**src/verilog/abf_pkg.sv**
```systemverilog
// Shared constants for the asynchronous byte FIFO port
package abf_pkg;

    // ------------------------------------------------------------
    // Widths and depths
    // ------------------------------------------------------------
    localparam int DATA_W = 8;
    localparam int BUF_DEPTH = 2;
    localparam int BUF_CNT_W = 2;
    localparam int BUF_PTR_W = 1;

    // ------------------------------------------------------------
    // Values after reset, and the full count
    // ------------------------------------------------------------
    localparam logic STROBE_IDLE = 1'h1;
    localparam logic FLAG_IDLE_N = 1'h1;
    localparam logic OE_RESET = 1'h0;
    localparam logic [DATA_W-1:0] DATA_RESET = 8'h00;
    localparam logic [BUF_CNT_W-1:0] CNT_EMPTY = 2'h0;
    localparam logic [BUF_CNT_W-1:0] CNT_FULL = 2'h2;
    localparam logic [BUF_PTR_W-1:0] PTR_RESET = 1'h0;

endpackage : abf_pkg

```
**src/verilog/abf_port.sv**
```systemverilog
// One channel of the asynchronous byte FIFO port
`timescale 1ns/1ps
module abf_port (
    input wire logic clk_sys_in,
    input wire logic reset_n_in,
    input wire logic mode_fifo_en_in,
    input wire logic remote_wake_en_in,
    input wire logic power_enable_n_in,
    input wire logic rd_n_in,
    input wire logic wr_n_in,
    input wire logic send_now_wake_n_in,
    input wire logic [abf_pkg::DATA_W-1:0] data_bus_in,
    output logic [abf_pkg::DATA_W-1:0] data_bus_out,
    output logic data_bus_oe_out,
    output logic rx_avail_n_out,
    output logic rx_avail_n_oe_out,
    output logic tx_space_n_out,
    output logic tx_space_n_oe_out,
    input wire logic rx_valid_in,
    input wire logic [abf_pkg::DATA_W-1:0] rx_data_in,
    output logic rx_ready_out,
    output logic tx_valid_out,
    output logic [abf_pkg::DATA_W-1:0] tx_data_out,
    input wire logic tx_ready_in,
    output logic flush_req_out,
    output logic resume_req_out
);

    // ------------------------------------------------------------
    // Pin synchronisers
    // ------------------------------------------------------------
    logic rd_s1_reg;
    logic rd_s2_reg;
    logic rd_prev_reg;
    logic wr_s1_reg;
    logic wr_s2_reg;
    logic wr_prev_reg;
    logic wake_s1_reg;
    logic wake_s2_reg;
    logic wake_prev_reg;
    logic [abf_pkg::DATA_W-1:0] data_s1_reg;
    logic [abf_pkg::DATA_W-1:0] data_s2_reg;
    logic rd_fall;
    logic rd_rise;
    logic wr_fall;
    logic wake_fall;

    always_ff @(posedge clk_sys_in or negedge reset_n_in)
    begin
        if (!reset_n_in)
        begin
            rd_s1_reg <= abf_pkg::STROBE_IDLE;
            rd_s2_reg <= abf_pkg::STROBE_IDLE;
            rd_prev_reg <= abf_pkg::STROBE_IDLE;
            wr_s1_reg <= abf_pkg::STROBE_IDLE;
            wr_s2_reg <= abf_pkg::STROBE_IDLE;
            wr_prev_reg <= abf_pkg::STROBE_IDLE;
            wake_s1_reg <= abf_pkg::STROBE_IDLE;
            wake_s2_reg <= abf_pkg::STROBE_IDLE;
            wake_prev_reg <= abf_pkg::STROBE_IDLE;
            data_s1_reg <= abf_pkg::DATA_RESET;
            data_s2_reg <= abf_pkg::DATA_RESET;
        end
        else
        begin
            rd_s1_reg <= rd_n_in;
            rd_s2_reg <= rd_s1_reg;
            rd_prev_reg <= rd_s2_reg;
            wr_s1_reg <= wr_n_in;
            wr_s2_reg <= wr_s1_reg;
            wr_prev_reg <= wr_s2_reg;
            wake_s1_reg <= send_now_wake_n_in;
            wake_s2_reg <= wake_s1_reg;
            wake_prev_reg <= wake_s2_reg;
            data_s1_reg <= data_bus_in;
            data_s2_reg <= data_s1_reg;
        end
    end

    // Edges are seen only when the port is in FIFO mode
    assign rd_fall = mode_fifo_en_in && rd_prev_reg && !rd_s2_reg;
    assign rd_rise = mode_fifo_en_in && !rd_prev_reg && rd_s2_reg;
    assign wr_fall = mode_fifo_en_in && wr_prev_reg && !wr_s2_reg;
    // A wake input held low since reset still gives one edge once reset ends, as the stages reset high
    assign wake_fall = mode_fifo_en_in && wake_prev_reg && !wake_s2_reg;

    // ------------------------------------------------------------
    // Receive side
    // ------------------------------------------------------------
    logic hold_valid_reg;
    logic [abf_pkg::DATA_W-1:0] hold_data_reg;
    logic [abf_pkg::DATA_W-1:0] out_data_reg;
    logic data_oe_reg;
    logic rx_avail_n_reg;

    assign rx_ready_out = mode_fifo_en_in && !hold_valid_reg;

    always_ff @(posedge clk_sys_in or negedge reset_n_in)
    begin
        if (!reset_n_in)
        begin
            hold_valid_reg <= 1'h0;
            hold_data_reg <= abf_pkg::DATA_RESET;
        end
        else if (rd_rise && hold_valid_reg)
        begin
            hold_valid_reg <= 1'h0;
        end
        else if (rx_valid_in && rx_ready_out)
        begin
            hold_valid_reg <= 1'h1;
            hold_data_reg <= rx_data_in;
        end
    end

    always_ff @(posedge clk_sys_in or negedge reset_n_in)
    begin
        if (!reset_n_in)
        begin
            out_data_reg <= abf_pkg::DATA_RESET;
        end
        else if (rd_fall)
        begin
            out_data_reg <= hold_data_reg;
        end
    end

    // Bus turns round three cycles after the pin, so the controller must allow access time
    always_ff @(posedge clk_sys_in or negedge reset_n_in)
    begin
        if (!reset_n_in)
        begin
            data_oe_reg <= abf_pkg::OE_RESET;
        end
        else
        begin
            data_oe_reg <= mode_fifo_en_in && !rd_s2_reg;
        end
    end

    always_ff @(posedge clk_sys_in or negedge reset_n_in)
    begin
        if (!reset_n_in)
        begin
            rx_avail_n_reg <= abf_pkg::FLAG_IDLE_N;
        end
        else
        begin
            // Strobe rising in this cycle keeps the flag high for at least one cycle
            rx_avail_n_reg <= !(mode_fifo_en_in && hold_valid_reg && rd_s2_reg && rd_prev_reg);
        end
    end

    assign data_bus_out = out_data_reg;
    assign data_bus_oe_out = data_oe_reg;

    // ------------------------------------------------------------
    // Transmit side
    // ------------------------------------------------------------
    logic buf_in_ready;
    logic tx_space_n_reg;

    // A write while the buffer is full is dropped; the buffer never overflows
    abf_skid_buf #(
        .WIDTH(abf_pkg::DATA_W),
        .DEPTH(abf_pkg::BUF_DEPTH)
    ) u_tx_buf (
        .clk_sys_in(clk_sys_in),
        .reset_n_in(reset_n_in),
        .in_valid_in(wr_fall),
        .in_data_in(data_s2_reg),
        .in_ready_out(buf_in_ready),
        .out_valid_out(tx_valid_out),
        .out_data_out(tx_data_out),
        .out_ready_in(tx_ready_in)
    );

    always_ff @(posedge clk_sys_in or negedge reset_n_in)
    begin
        if (!reset_n_in)
        begin
            tx_space_n_reg <= abf_pkg::FLAG_IDLE_N;
        end
        else
        begin
            tx_space_n_reg <= !(mode_fifo_en_in && buf_in_ready && !wr_fall);
        end
    end

    // ------------------------------------------------------------
    // Flag drivers
    // ------------------------------------------------------------
    logic flags_oe_reg;

    always_ff @(posedge clk_sys_in or negedge reset_n_in)
    begin
        if (!reset_n_in)
        begin
            flags_oe_reg <= abf_pkg::OE_RESET;
        end
        else
        begin
            flags_oe_reg <= mode_fifo_en_in;
        end
    end

    assign rx_avail_n_out = rx_avail_n_reg;
    assign rx_avail_n_oe_out = flags_oe_reg;
    assign tx_space_n_out = tx_space_n_reg;
    assign tx_space_n_oe_out = flags_oe_reg;

    // ------------------------------------------------------------
    // Send-now and wakeup
    // ------------------------------------------------------------
    logic flush_reg;
    logic resume_reg;

    always_ff @(posedge clk_sys_in or negedge reset_n_in)
    begin
        if (!reset_n_in)
        begin
            flush_reg <= 1'h0;
            resume_reg <= 1'h0;
        end
        else
        begin
            flush_reg <= wake_fall && !power_enable_n_in;
            resume_reg <= wake_fall && power_enable_n_in && remote_wake_en_in;
        end
    end

    assign flush_req_out = flush_reg;
    assign resume_req_out = resume_reg;
endmodule : abf_port

```
**src/verilog/abf_skid_buf.sv**
```systemverilog
// Two-entry buffer with valid and ready on both sides
`timescale 1ns/1ps
module abf_skid_buf #(
    parameter int WIDTH = abf_pkg::DATA_W,
    parameter int DEPTH = abf_pkg::BUF_DEPTH
) (
    input wire logic clk_sys_in,
    input wire logic reset_n_in,
    input wire logic in_valid_in,
    input wire logic [WIDTH-1:0] in_data_in,
    output logic in_ready_out,
    output logic out_valid_out,
    output logic [WIDTH-1:0] out_data_out,
    input wire logic out_ready_in
);

    logic [WIDTH-1:0] mem_reg [DEPTH];
    logic [abf_pkg::BUF_PTR_W-1:0] wr_ptr_reg;
    logic [abf_pkg::BUF_PTR_W-1:0] rd_ptr_reg;
    logic [abf_pkg::BUF_CNT_W-1:0] count_reg;
    logic push;
    logic pop;

    assign in_ready_out = (count_reg != abf_pkg::CNT_FULL);
    assign out_valid_out = (count_reg != abf_pkg::CNT_EMPTY);
    assign out_data_out = mem_reg[rd_ptr_reg];
    assign push = in_valid_in && in_ready_out;
    assign pop = out_valid_out && out_ready_in;

    // ------------------------------------------------------------
    // Storage and pointers
    // ------------------------------------------------------------
    always_ff @(posedge clk_sys_in or negedge reset_n_in)
    begin
        if (!reset_n_in)
        begin
            for (int i = 0; i < DEPTH; i++)
            begin
                mem_reg[i] <= '0;
            end
        end
        else if (push)
        begin
            mem_reg[wr_ptr_reg] <= in_data_in;
        end
    end

    always_ff @(posedge clk_sys_in or negedge reset_n_in)
    begin
        if (!reset_n_in)
        begin
            wr_ptr_reg <= abf_pkg::PTR_RESET;
            rd_ptr_reg <= abf_pkg::PTR_RESET;
            count_reg <= abf_pkg::CNT_EMPTY;
        end
        else
        begin
            if (push)
            begin
                wr_ptr_reg <= wr_ptr_reg + 1'b1;
            end
            if (pop)
            begin
                rd_ptr_reg <= rd_ptr_reg + 1'b1;
            end
            if (push && !pop)
            begin
                count_reg <= count_reg + 1'b1;
            end
            else if (pop && !push)
            begin
                count_reg <= count_reg - 1'b1;
            end
        end
    end

endmodule : abf_skid_buf
```
**config.mk**
```make
export PLATFORM = sky130hd
export DESIGN_NAME = abf_port
export DESIGN_NICKNAME = d
export VERILOG_FILES = /design/src/verilog/abf_pkg.sv /design/src/verilog/abf_port.sv /design/src/verilog/abf_skid_buf.sv
export SDC_FILE = /design/constraint.sdc
export NUM_CORES = 1
export LEC_CHECK = 0
export BUFFER_PORTS_ARGS = -buffer_cell sky130_fd_sc_hd__buf_2
export CAP_MARGIN = 20
export CORE_MARGIN = 3
export CORE_UTILIZATION = 53
export DETAILED_ROUTE_END_ITERATION = 10
export PLACE_DENSITY = 0.78
export SLEW_MARGIN = 25
export SYNTH_ARGS = -nofsm -noshare
export SYNTH_HDL_FRONTEND = slang
export SYNTH_SLANG_ARGS = --single-unit
```
**constraint.sdc**
```tcl
create_clock -name clk_sys_in -period 1.8 [get_ports clk_sys_in]
set_input_delay 0.09 -clock clk_sys_in [delete_from_list [all_inputs] [get_ports clk_sys_in]]
set_output_delay 0.09 -clock clk_sys_in [all_outputs]
set_load 0.01 [all_outputs]
```
==> impl_results.md <==
* Status: finished clean
* Initial antenna violation count at 0
* Antenna Cells at 0
* Port Buffers at 50
* Worst Min Path Start: rx_data_in[0]
* Fin nets at 247
* R2R cell count at 6
* DR iter-0 viols at 51
* Longest Clk Path Bufs at 2
* Post-DP Area at 0.002719 mm²
* Place WS at 80.18 ps
* Library cells used by synthesis at 24
* CTS buffer count at 9
* Post-route ant nets at 0
* Power per cell area at 1465 mW/mm²
* Postcts setup bufs at 0
* Sequential share of the synthesized area at 71.15%
* FFs w/ async S/R, synth at 100.0%
* Via Count at 1362
* CP startpoint kind: flop
* Num Clock Sinks at 68
* First-pass GRT wire length at 7134 µm
* Reg-to-reg startpoint: wr_s2_reg
* WHS at 28.54 ps
* Req. time, crit path at 2050 ps
* Top-Level Pins at 51
* Period utilisation layout at 92.46%
* Slew headroom at 60.82%
* Root buf cell: clkbuf_8
* CTS HTree Levels at 3
* Worst-path fanout max at 4
* Drt first pass iters at 4
* Least-Margin Pin Slew at 587.7 ps
* Fmax at 600.9 MHz
* Most common flop cell mapped by yosys: dfrtp_1
* Maximum VDD drop at 0.0009658 V
* Unrepaired setup endpoints after global routing: no
* Die span in y at 73.45 µm
* Static Leakage at 0.001466 µW
* WL per Instance at 15.78 µm
* Chip width at 73.45 µm
* Row count at 23
* WHS Path Cells at 2
* Setup ws final at 135.7 ps
* Vias per inst at 4.971
* Setup TNS at 0 ps
* Total global-route track usage at 18.59%
* Worst Hold End: hold_data_reg[0]
* Commonest non-fill, non-tap cell in the layout: dfrtp_1
* RePlAce Congestion at 0.6719
* Yosys warns at 0
* Post-synthesis register bit count at 68
* Total grt overflow at 0
* RR Endpoint: u_tx_buf.count_reg[1]
* Clk Latency, worst-skew pair at 320 ps
* Final min period at 1664 ps
* Die area at 0.005394 mm²
* Reg2reg setup slack at 140 ps
* # DRC at 0
* Pin count of the biggest net entering global routing at 28
* Clk_skew at 4.964 ps
* EDFF count, synth at 0
* Area Growth Syn to Fin at 29.16%
* Initial Utilization at 57.39%
* Max reg flops at 16
* Core area at 0.004202 mm²
* WS Path Type: flop to flop
* Syn_nets at 165
* HPWL Detailed at 2861 µm
* Post-layout util at 74.12%
* Post-Syn Area per Cell at 17.47 µm²
* Fin area at 0.003114 mm²
* Layout cell share with drive strength beyond 1 at 55.80%
* CTS tree: done
* Final hold violations at 0
* Synthesized area at 0.002411 mm²
* Pins Over Slew Limit at 0
* Cells after Synth at 138
* Total wire length at 4324 µm
* Arrival time at the worst endpoint at 1910 ps
* Vias in the first global route at 1496
* Final count of negative-setup-slack endpoints at 0
* HP Class: input port to flop
* Most frequent cells in the layout: dfrtp_1 (57), buf_2 (50), mux2_2 (38), dlygate4sd3_1 (22)
* Reg clk slew, reported paths at 60 ps
* # Max-Cap Violations at 0
* Critical path endpoint category: flop
-- per-layer routing --
metal,wire length [µm],up-vias,global-route usage [%]
met5,0,-,0
met4,44,0,9.054
met3,204,4,6.430
met2,2389,41,31.69
met1,1685,682,20.57
li1,-,635,-
-- worst max-delay path by stage --
stage	startpoint	end	slack, ps	cells past startpoint
after floorplan	wr_s2_reg	u_tx_buf.count_reg[1]	200	5
after global placement	wr_s2_reg	u_tx_buf.count_reg[1]	180	5
after detailed placement	wr_s2_reg	u_tx_buf.count_reg[1]	80	6
after CTS	wr_s2_reg	u_tx_buf.count_reg[1]	60	6
after global routing	wr_s2_reg	u_tx_buf.count_reg[1]	20	6
final	wr_s2_reg	u_tx_buf.count_reg[1]	140	6
-- logic make-up (layout without fill, tap and decap cells) --
group,count (synthesis),after routing,share of synthesized area [%]
xor gates and xnor gates,5,5,1.817
muxes,40,40,18.68
adders and majority gates,1,1,0.5189
AOI/OAI and AO/OA,1,1,0.2074
DFF,68,68,71.15
buffers and inverters,3,89,0.8299
and+or+nand+nor,20,20,6.799
-- synthesized netlist by cell type, types with 2 or more instances --
library cell	instances	share of area [%]
and2b_2	2	0.73
buf_4	2	0.62
dfrtp_1	57	59
dfstp_2	11	12
mux2_1	2	0.93
mux2_2	38	18
nand2_1	5	0.78
nor3_1	2	0.42
xnor2_1	2	0.73
xor2_1	3	1.1
-- through the flow --
step                      instances  total power, µW
after floorplan                 138             3018
after global placement          237             3399
after detailed placement        237             3494
after CTS                       274             4619
after global routing            274             4838
final                           274             4562
-- report_power, final --
part / switching (µW) / internal, µW
Combinational: 520 / 718
Sequential: 286 / 1980
Clock: 492 / 564
Total: 1300 / 3260
-- cell type report --
type	instances	area, µm²
flip-flops and latches	68	1715
fillers	258	1087
multi-input cells	67	681.9
repair buffers	74	485.5
clock buffers	13	158.9
well taps	50	62.56
clock inverters	2	10.01
-- timing repair --
item	in CTS	in global routing
hold endpoints to repair	39	0
hold buffers	22	0
gates resized for setup	0	2
endpoints found under the setup margin	0	1
-- critical path, cell delays in order, from the launching register on --
cell and delay [ps]:
dfstp_2 520, and2b_2 260, and3_4 190, ha_2 170, xor2_1 150, nor2_1 150
xor2_1 150
(Power assumes the default switching activity.)
